<file path="src/verilog/opcode_pkg.sv">
// Package for the trigger, edge and resolution opcode interpreter.
// Assumes a single 50 MHz clock domain and a 16-bit command port.
package opcode_pkg;

  // ----------------------------------------------------------------
  // Register port offsets
  // ----------------------------------------------------------------
  localparam logic [3:0] ADDR_CMD    = 4'h0;  // Opcode / parameter / result port
  localparam logic [3:0] ADDR_STATUS = 4'h4;  // Interpreter status
  localparam logic [3:0] ADDR_NVWAIT = 4'h8;  // Nonvolatile busy indicator

  // ----------------------------------------------------------------
  // Opcode high bytes
  // ----------------------------------------------------------------
  localparam logic [7:0] OP_AUTO_USER  = 8'h08;
  localparam logic [7:0] OP_AUTO_DEF   = 8'h09;
  localparam logic [7:0] OP_WIN_WIDTH  = 8'h10;
  localparam logic [7:0] OP_WIN_OFFS   = 8'h11;
  localparam logic [7:0] OP_SEARCH     = 8'h12;
  localparam logic [7:0] OP_REJECT     = 8'h13;
  localparam logic [7:0] OP_SUB_EN     = 8'h14;
  localparam logic [7:0] OP_SUB_DIS    = 8'h15;
  localparam logic [7:0] OP_TRIG_READ  = 8'h16;
  localparam logic [7:0] OP_EDGE_SET   = 8'h22;
  localparam logic [7:0] OP_EDGE_READ  = 8'h23;
  localparam logic [7:0] OP_BIN_SET    = 8'h24;
  localparam logic [7:0] OP_PAIR_SET   = 8'h25;
  localparam logic [7:0] OP_RES_READ   = 8'h26;
  localparam logic [7:0] OP_DEAD_SET   = 8'h28;
  localparam logic [7:0] OP_DEAD_READ  = 8'h29;

  // ----------------------------------------------------------------
  // Reset values, pair mode code and pair width limit
  // ----------------------------------------------------------------
  localparam logic [11:0] WIDTH_RST   = 12'h014;
  localparam logic [11:0] OFFS_RST    = 12'hfd8;
  localparam logic [11:0] SEARCH_RST  = 12'h008;
  localparam logic [11:0] REJECT_RST  = 12'h004;
  localparam logic [1:0]  EDGE_RST    = 2'h2;
  localparam logic [1:0]  EDGE_PAIR   = 2'h0;
  localparam logic [1:0]  BIN_RST     = 2'h3;
  localparam logic [2:0]  PAIR_LEAD_RST = 3'h0;
  localparam logic [3:0]  PAIR_WID_RST  = 4'h0;
  localparam logic [3:0]  PAIR_WID_MAX  = 4'hd;
  localparam logic [1:0]  DEAD_RST    = 2'h0;

  // ----------------------------------------------------------------
  // Field position and trigger word count
  // ----------------------------------------------------------------
  localparam int PAIR_WID_LSB = 8;
  localparam int NUM_TRIG_WORDS = 5;

  // ----------------------------------------------------------------
  // Timing
  // ----------------------------------------------------------------
  localparam int CLK_MHZ       = 50;
  localparam int NV_WRITE_MS   = 10;
  localparam int NV_WRITE_CYC  = NV_WRITE_MS * 1000 * CLK_MHZ;

  // Command port bundle
  typedef struct packed {
    logic [3:0]  addr;
    logic [15:0] wdata;
    logic        wr;
    logic        rd;
  } bus_req_t;

  // Stored configuration
  typedef struct packed {
    logic [11:0] width;
    logic [11:0] offs;
    logic [11:0] search;
    logic [11:0] reject;
    logic        sub_en;
    logic [1:0]  edge_mode;
    logic [1:0]  bin;
    logic [2:0]  pair_lead;
    logic [3:0]  pair_wid;
    logic [1:0]  dead;
  } cfg_t;

endpackage
</file>
<file path="src/verilog/opcode_interp.sv">
// Command interpreter for trigger window, edge and resolution opcodes.
// Assumes a host that writes opcodes and parameters to one command port
// and reads results from it; all inputs synchronous to clk.
//
// Operation
// Opcode 08 sets auto-load selector.
// Opcode 09 clears auto-load selector.
// Old firmware: host waits 10 ms after storage.
// Setting opcode waits for one parameter word.
// Opcode 10 loads 12-bit window width.
// Opcode 11 loads signed window offset.
// Offset applied on clock cycle grid.
// Opcode 12 loads search margin, low 12 bits.
// Opcode 13 loads 12-bit reject margin.
// Opcode 14 enables trigger time subtraction.
// Opcode 15 disables trigger time subtraction.
// Opcode 16 returns five trigger words.
// Opcode 22 sets edge detection mode.
// Opcode 23 returns edge detection mode.
// Opcode 24 sets edge-time bin.
// Opcode 25 sets pair resolutions.
// Pair resolution applies only in pair mode.
// Opcode 26 returns resolution word.
// Opcode 28 sets dead time.
// Opcode 29 returns dead time.
// Readback stalls until result is read.
// Opcode low byte is ignored.
//
// Strobed register access and the register offsets were decided locally.
`timescale 1ns/100ps

module opcode_interp
  import opcode_pkg::*;
#(
  parameter int NV_CYCLES = NV_WRITE_CYC
)
(
  input  wire logic        clk,
  input  wire logic        rst,
  input  wire bus_req_t    bus,
  output logic [15:0]      rdata,
  output logic             auto_load,
  output logic             nv_busy,
  output cfg_t             cfg,
  output logic [11:0]      win_offs_applied,
  output logic             busy
);

  typedef enum logic [1:0] {S_IDLE, S_PARAM, S_READ} state_t;

  state_t      state;
  logic [7:0]  op;
  logic [2:0]  rd_idx;
  logic [2:0]  rd_count;
  logic [25:0] nv_cnt;
  logic        cmd_wr;
  logic        cmd_rd;
  logic [15:0] next_result;
  logic        sets_param;
  logic        reads_back;
  logic        op_wr;
  logic        param_wr;
  logic        auto_user_wr;
  logic        auto_def_wr;
  logic        sub_on_wr;
  logic        sub_off_wr;
  logic        nv_start;
  logic        width_wr;
  logic        offs_wr;
  logic        search_wr;
  logic        reject_wr;
  logic        edge_wr;
  logic        bin_wr;
  logic        pair_wr;
  logic        dead_wr;

  assign cmd_wr = bus.wr && (bus.addr == ADDR_CMD);
  assign cmd_rd = bus.rd && (bus.addr == ADDR_CMD);

  // ----------------------------------------------------------------
  // Command strobes
  // ----------------------------------------------------------------
  // Opcode taken while idle, parameter taken while waiting
  assign op_wr    = cmd_wr && (state == S_IDLE);
  assign param_wr = cmd_wr && (state == S_PARAM);

  // Immediate opcodes, decoded on the high byte only
  assign auto_user_wr = op_wr && (bus.wdata[15:8] == OP_AUTO_USER);
  assign auto_def_wr  = op_wr && (bus.wdata[15:8] == OP_AUTO_DEF);
  assign sub_on_wr    = op_wr && (bus.wdata[15:8] == OP_SUB_EN);
  assign sub_off_wr   = op_wr && (bus.wdata[15:8] == OP_SUB_DIS);
  assign nv_start     = auto_user_wr || auto_def_wr;

  // Parameter word loads, keyed by the held opcode
  assign width_wr  = param_wr && (op == OP_WIN_WIDTH);
  assign offs_wr   = param_wr && (op == OP_WIN_OFFS);
  assign search_wr = param_wr && (op == OP_SEARCH);
  assign reject_wr = param_wr && (op == OP_REJECT);
  assign edge_wr   = param_wr && (op == OP_EDGE_SET);
  assign bin_wr    = param_wr && (op == OP_BIN_SET);
  assign pair_wr   = param_wr && (op == OP_PAIR_SET);
  assign dead_wr   = param_wr && (op == OP_DEAD_SET);

  // ----------------------------------------------------------------
  // Opcode classification
  // ----------------------------------------------------------------
  // Decode on high byte only
  always_comb
  begin
    sets_param = 1'b0;
    reads_back = 1'b0;
    case (bus.wdata[15:8])
      OP_WIN_WIDTH, OP_WIN_OFFS, OP_SEARCH, OP_REJECT,
      OP_EDGE_SET, OP_BIN_SET, OP_PAIR_SET, OP_DEAD_SET:
        sets_param = 1'b1;
      OP_TRIG_READ, OP_EDGE_READ, OP_RES_READ, OP_DEAD_READ:
        reads_back = 1'b1;
      default:
        sets_param = 1'b0;
    endcase
  end

  // ----------------------------------------------------------------
  // Sequencer
  // ----------------------------------------------------------------
  // Opcode, parameter wait and readback wait
  always_ff @(posedge clk)
  begin
    if (rst)
    begin
      state    <= S_IDLE;
      op       <= 8'h00;
      rd_idx   <= 3'h0;
      rd_count <= 3'h0;
    end
    else
    begin
      case (state)
        S_IDLE:
          if (cmd_wr)
          begin
            op     <= bus.wdata[15:8];
            rd_idx <= 3'h0;
            if (sets_param)
              state <= S_PARAM;
            else if (reads_back)
            begin
              state    <= S_READ;
              rd_count <= (bus.wdata[15:8] == OP_TRIG_READ) ? 3'(NUM_TRIG_WORDS) : 3'h1;
            end
          end
        S_PARAM:
          if (cmd_wr)
            state <= S_IDLE;
        S_READ:
          if (cmd_rd)
          begin
            if (rd_idx == rd_count - 3'h1)
              state <= S_IDLE;
            rd_idx <= rd_idx + 3'h1;
          end
        default:
          state <= S_IDLE;
      endcase
    end
  end

  // ----------------------------------------------------------------
  // Trigger window settings
  // ----------------------------------------------------------------
  // Match window width, zero refused
  always_ff @(posedge clk)
  begin
    if (rst)
      cfg.width <= WIDTH_RST;
    else if (width_wr && bus.wdata[11:0] != 12'h000)
      cfg.width <= bus.wdata[11:0];
  end

  // Window offset, stored raw as a signed count
  always_ff @(posedge clk)
  begin
    if (rst)
      cfg.offs <= OFFS_RST;
    else if (offs_wr)
      cfg.offs <= bus.wdata[11:0];
  end

  // Extra search margin, bits 12 to 15 dropped
  always_ff @(posedge clk)
  begin
    if (rst)
      cfg.search <= SEARCH_RST;
    else if (search_wr)
      cfg.search <= bus.wdata[11:0];
  end

  // Reject margin, zero at the window start
  always_ff @(posedge clk)
  begin
    if (rst)
      cfg.reject <= REJECT_RST;
    else if (reject_wr)
      cfg.reject <= bus.wdata[11:0];
  end

  // ----------------------------------------------------------------
  // Trigger time subtraction
  // ----------------------------------------------------------------
  // Set and cleared by immediate opcodes
  always_ff @(posedge clk)
  begin
    if (rst)
      cfg.sub_en <= 1'b0;
    else if (sub_on_wr)
      cfg.sub_en <= 1'b1;
    else if (sub_off_wr)
      cfg.sub_en <= 1'b0;
  end

  // ----------------------------------------------------------------
  // Edge detection and resolution
  // ----------------------------------------------------------------
  // Edge detection mode
  always_ff @(posedge clk)
  begin
    if (rst)
      cfg.edge_mode <= EDGE_RST;
    else if (edge_wr)
      cfg.edge_mode <= bus.wdata[1:0];
  end

  // Edge-time bin for single-edge modes
  always_ff @(posedge clk)
  begin
    if (rst)
      cfg.bin <= BIN_RST;
    else if (bin_wr)
      cfg.bin <= bus.wdata[1:0];
  end

  // Pair leading-time resolution, pair mode only
  always_ff @(posedge clk)
  begin
    if (rst)
      cfg.pair_lead <= PAIR_LEAD_RST;
    else if (pair_wr && cfg.edge_mode == EDGE_PAIR)
      cfg.pair_lead <= bus.wdata[2:0];
  end

  // Pair width resolution, the two top codes refused
  always_ff @(posedge clk)
  begin
    if (rst)
      cfg.pair_wid <= PAIR_WID_RST;
    else if (pair_wr && cfg.edge_mode == EDGE_PAIR && bus.wdata[PAIR_WID_LSB+3:PAIR_WID_LSB] <= PAIR_WID_MAX)
      cfg.pair_wid <= bus.wdata[PAIR_WID_LSB+3:PAIR_WID_LSB];
  end

  // ----------------------------------------------------------------
  // Dead time between hits
  // ----------------------------------------------------------------
  // Per-channel dead time code
  always_ff @(posedge clk)
  begin
    if (rst)
      cfg.dead <= DEAD_RST;
    else if (dead_wr)
      cfg.dead <= bus.wdata[1:0];
  end

  // ----------------------------------------------------------------
  // Applied offset
  // ----------------------------------------------------------------
  // Offset taken on the clock grid, one cycle behind the store
  always_ff @(posedge clk)
  begin
    if (rst)
      win_offs_applied <= OFFS_RST;
    else
      win_offs_applied <= cfg.offs;
  end

  // ----------------------------------------------------------------
  // Auto-load selector and storage busy time
  // ----------------------------------------------------------------
  // Selector level that the next power-on or global reset follows
  always_ff @(posedge clk)
  begin
    if (rst)
      auto_load <= 1'b0;
    else if (auto_user_wr)
      auto_load <= 1'b1;
    else if (auto_def_wr)
      auto_load <= 1'b0;
  end

  // Storage write time, reloaded by either selector opcode
  always_ff @(posedge clk)
  begin
    if (rst)
      nv_cnt <= 26'h0;
    else if (nv_start)
      nv_cnt <= 26'(NV_CYCLES);
    else if (nv_cnt != 26'h0)
      nv_cnt <= nv_cnt - 26'h1;
  end

  // Busy indicator drops with the last count
  always_ff @(posedge clk)
  begin
    if (rst)
      nv_busy <= 1'b0;
    else if (nv_start)
      nv_busy <= 1'b1;
    else if (nv_cnt != 26'h0)
      nv_busy <= (nv_cnt != 26'h1);
  end

  // ----------------------------------------------------------------
  // Result selection and read port
  // ----------------------------------------------------------------
  // Result word for the current readback step
  always_comb
  begin
    next_result = 16'h0000;
    case (op)
      OP_TRIG_READ:
        case (rd_idx)
          3'h0:    next_result = {4'h0, cfg.width};
          3'h1:    next_result = {4'h0, cfg.offs};
          3'h2:    next_result = {4'h0, cfg.search};
          3'h3:    next_result = {4'h0, cfg.reject};
          default: next_result = {15'h0000, cfg.sub_en};
        endcase
      OP_EDGE_READ:
        next_result = {14'h0000, cfg.edge_mode};
      OP_RES_READ:
        if (cfg.edge_mode == EDGE_PAIR)
          next_result = {4'h0, cfg.pair_wid, 5'h00, cfg.pair_lead};
        else
          next_result = {14'h0000, cfg.bin};
      OP_DEAD_READ:
        next_result = {14'h0000, cfg.dead};
      default:
        next_result = 16'h0000;
    endcase
  end

  // ----------------------------------------------------------------
  // Read port
  // ----------------------------------------------------------------
  // Read data one cycle after the strobe
  always_ff @(posedge clk)
  begin
    if (rst)
      rdata <= 16'h0000;
    else if (bus.rd)
    begin
      case (bus.addr)
        ADDR_CMD:    rdata <= (state == S_READ) ? next_result : 16'h0000;
        ADDR_STATUS: rdata <= {13'h0000, rd_idx[0], state == S_READ, state == S_PARAM};
        ADDR_NVWAIT: rdata <= {14'h0000, auto_load, nv_busy};
        default:     rdata <= 16'h0000;
      endcase
    end
    else
      rdata <= 16'h0000;
  end

  // ----------------------------------------------------------------
  // Interpreter busy view
  // ----------------------------------------------------------------
  // Busy flag for status view
  always_ff @(posedge clk)
  begin
    if (rst)
      busy <= 1'b0;
    else
      busy <= (state != S_IDLE);
  end

endmodule

</file>
<file path="config.mk">
export PLATFORM = sky130hd
export DESIGN_NAME = opcode_interp
export DESIGN_NICKNAME = d
export VERILOG_FILES = /design/src/verilog/opcode_pkg.sv /design/src/verilog/opcode_interp.sv
export SDC_FILE = /design/constraint.sdc
export NUM_CORES = 1
export LEC_CHECK = 0
export ABC_AREA = 1
export BUFFER_PORTS_ARGS = -buffer_cell sky130_fd_sc_hd__buf_4
export CORE_MARGIN = 3
export CORE_UTILIZATION = 27
export CTS_BUF_LIST = sky130_fd_sc_hd__clkbuf_8
export DETAILED_ROUTE_END_ITERATION = 6
export PLACE_DENSITY_LB_ADDON = 0.12
export SLEW_MARGIN = 20
export SYNTH_ARGS = -nofsm -noshare
export SYNTH_HDL_FRONTEND = slang
export SYNTH_SLANG_ARGS = --single-unit
</file>
<file path="constraint.sdc">
create_clock -name clk -period 1.7 [get_ports clk]
set_input_delay 0 -clock clk [delete_from_list [all_inputs] [get_ports clk]]
set_output_delay 0 -clock clk [all_outputs]
set_load 0.05 [all_outputs]
</file>
==> run_results.csv <==
group,metric,value,unit
critical_path,worstPathArrival,1.89,ns
grt,grt_pass1_wl,33000,um
timing,hold_viol,0,
detailed_routing,highest_layer,"met4",
synthesis,synth_warnings,0,
detailed_routing,dr.pass1.iters,5,
hold_path,hold_end,"rdata[2]",
synthesis,synth_flop_cell,"dfxtp_1",
floorplan,ios,117,
final_layout,diodes,0,
clock_tree,cts_buffer_depth,2,
placement,gp_congestion,0.902,
power_and_ir_drop,powerDensity,1060,mW/mm^2
detailed_routing,drc,0,
timing,finalCriticalPeriod,1.58,ns
synthesis,yosys.area.top_type,"dfxtp_1",
floorplan,die_w,158,um
final_layout,fillerInstances,2407,
timing,fin_skew,0.0142,ns
floorplan,start_util,0.279,
synthesis,ys_seq_area_frac,0.419,
final_layout,final-seq-area,0.00261,sq mm
detailed_routing,drt-initial-drc-count,331,
timing,setup_viol,0,
timing,min_period_over_period,0.928,
flow_run,cap_viol_max_count,0,
synthesis,yosysUniqueCellTypes,44,
critical_path,end_kind,"register",
final_layout,drive_above_1_share,0.237,
final_layout,area_growth,33.4,%
synthesis,synthTopCellsByCount,"nand2_1 (192), dfxtp_1 (130), nor2_1 (98), inv_1 (97), a21oi_1 (85)",
power_and_ir_drop,p_leak,3.68,nW
floorplan,core_area,0.0222,sq mm
detailed_routing,antenna_left,0,
detailed_routing,wl_per_cell,16.0,um
grt,grt_pass1_vias,5851,
hold_path,worstHoldStart,"bus[0]",
critical_path,crit-reg2reg-launch,"rd_idx[1]",
timing,hold_ws,0.0312,ns
floorplan,die-area,0.0249,sq mm
floorplan,fp.dieH,158,um
critical_path,crit_path_frequent_cell,"nand2_1",
hold_path,whs_path_depth,5,
critical_path,cp_cell_sequence,"dlygate4sd3_1, buf_4, inv_1, nor2_1, nand2_1, nand2_1, nand3_2, nand2_8, o32ai_1",
clock_tree,root_buffer,"clkbuf_8",
detailed_routing,via_count,6158,
synthesis,synth_top_area_share,0.419,
synthesis,ys_async_sr_fraction,0,
run_status,outcome,"finished clean",
hold_path,hp-class,"input pin to register",
detailed_routing,viasPerCell,4.62,
clock_tree,cts_tree,"done",
grt,grt_overflow_total,0,
grt,grt_max_degree,28,
timing,drv_slew,0,
final_layout,multiInputGateArea,0.00305,sq mm
clock_tree,htreeDepth,4,
floorplan,num_rows,54,
timing,rsz0062_at_grt,"no",
timing,clock.fmax,634,MHz
critical_path,rr_endpoint,"rdata[0]",
final_layout,nNetsFinal,1071,
detailed_routing,wl_met3,1170,um
placement,hpwl,15900,um
detailed_routing,routed_wl,21400,um
synthesis,syn_inst,870,
detailed_routing,met1_length,10100,um
critical_path,cpMaxStageDelayCell,"dlygate4sd3_1",
critical_path,crit_fanout,18,
synthesis,ys_top_cells_by_area,"dfxtp_1 (42%), nand2_1 (12%), a21oi_1 (6.9%)",
critical_path,worstSetupPathType,"input pin to register",
clock_tree,clk_latency,0.45,ns
timing,fin_tns_setup,0,ns
clock_tree,cts_sinks,130,
synthesis,avgSynthCellArea,7.14,sq um
critical_path,max_stage_delay,0.52,ns
synthesis,synth_edf_count,0,
critical_path,critPathLaunchType,"input pin",
synthesis,synth-seq-cells,130,
power_and_ir_drop,peakVddDrop,0.762,mV
critical_path,reg2reg_slack,0.14,ns
synthesis,netlist_area,0.00621,sq mm
critical_path,cp.required,2.01,ns
detailed_routing,wl_met2,9640,um
grt,antenna_found_initial,0,
placement,port_buffers,112,
clock_tree,cts_buffers,17,
grt,grt_usage,0.173,
clock_tree,clk_pin_slew_worst_paths,0.08,ns
synthesis,post-synth-top-count-cell,"nand2_1",
critical_path,reg2reg_depth,13,
[critical path, delay by kind of cell]
family          cells  cell delay, ns
simple gates        5            0.89
buf+inv             3            0.87
compound gates      1            0.11
[cell type report]
| type | instances | share of cell area |
|---|---|---|
| Clock inverter | 13 | 0.0184 |
| Timing Repair Buffer | 180 | 0.176 |
| Tap cell | 280 | 0.0423 |
| Inverter | 107 | 0.0489 |
| Sequential cell | 130 | 0.315 |
| Multi-Input combinational cell | 604 | 0.368 |
| Clock buffer | 19 | 0.0316 |
[report_power, final]
group / internal [mW] / leakage, nW / switching (mW) / total, mW
clock: 1.41 / 0.205 / 1.40 / 2.81
combinational: 0.957 / 2.42 / 1.62 / 2.58
sequential: 3.23 / 1.05 / 0.168 / 3.39
total: 5.59 / 3.68 / 3.19 / 8.78
[cells in the final DEF (no fill, tap or decap), drive strengths merged, types with 2 or more instances in the layout]
cell and count:
o211ai 12, ha 7, nor3 14, or2 6
dfxtp 130, nand2 202, a21oi 85, dlygate4sd3 21
nand3 65, o22ai 8, clkinv 9, nor4 2
xnor2 6, nor2 114, nand3b 2, inv 107
o21ai 43, clkbuf 19, buf 159, conb 4
nand4 15, xor2 8, clkinvlp 2, bufinv 2
a31oi 2, a21boi 2
[per-layer routing]
layer,track usage,vias to the layer above
li1,-,3150
met1,0.234,2811
met2,0.278,170
met3,0.0298,27
met4,0.0587,0
met5,0,-
[state kept, by name, summed over array words and instances, names as in the netlist]
name and flops:
op 8, rd_count 2, rd_idx 3, busy 1, auto_load 1, state 2, cfg 62, win_offs_applied 12
rdata 12, nv_busy 1, nv_cnt 26
[cells by family (layout without fill, tap and decap cells)]
| family | Yosys count | count (layout) | share of synthesized area |
|---|---|---|---|
| AND/OR/NAND/NOR | 420 | 420 | 0.309 |
| AO/OA/AOI/OAI | 159 | 159 | 0.140 |
| buffers and inverters | 139 | 319 | 0.0969 |
| flip-flops | 130 | 130 | 0.419 |
| XOR/XNOR | 14 | 14 | 0.0198 |
| adder cells (fa/ha/maj) | 7 | 7 | 0.0141 |
| other | 1 | 4 | 0.000604 |
[per-stage QoR]
step | setup WS, ns | util | cell area [sq um] | std cells | power, mW
finish | 0.123 | 0.373 | 8280 | 1333 | 8.78
global route | 0.00590 | 0.373 | 8280 | 1333 | 9.35
CTS | 0.0352 | 0.369 | 8200 | 1328 | 8.84
detailed placement | 0.0432 | 0.341 | 7580 | 1275 | 5.98
global placement | 0.0394 | 0.341 | 7580 | 1275 | 5.98
floorplan | 0.0923 | - | 6220 | 873 | 5.23
[repair_timing]
| item | CTS | global route |
|---|---|---|
| setup endpoints to repair | 0 | 24 |
| resized for setup | 0 | 12 |
| buffers inserted | 0 | 5 |
| hold buffers | 21 | 0 |
| hold endpoints to repair | 66 | 0 |
[worst max-delay path by stage]
stage,startpoint,end,slack (ns)
2_1_floorplan,nv_cnt[0],nv_cnt[24],0.09
3_3_place_gp,rd_idx[1],rdata[6],0.04
3_5_place_dp,rd_idx[0],rdata[1],0.04
4_1_cts,rd_idx[0],rdata[1],0.04
5_1_grt,rd_idx[1],rdata[0],0.006
6_report,bus[13],auto_load,0.12
(Power assumes the default switching activity.)
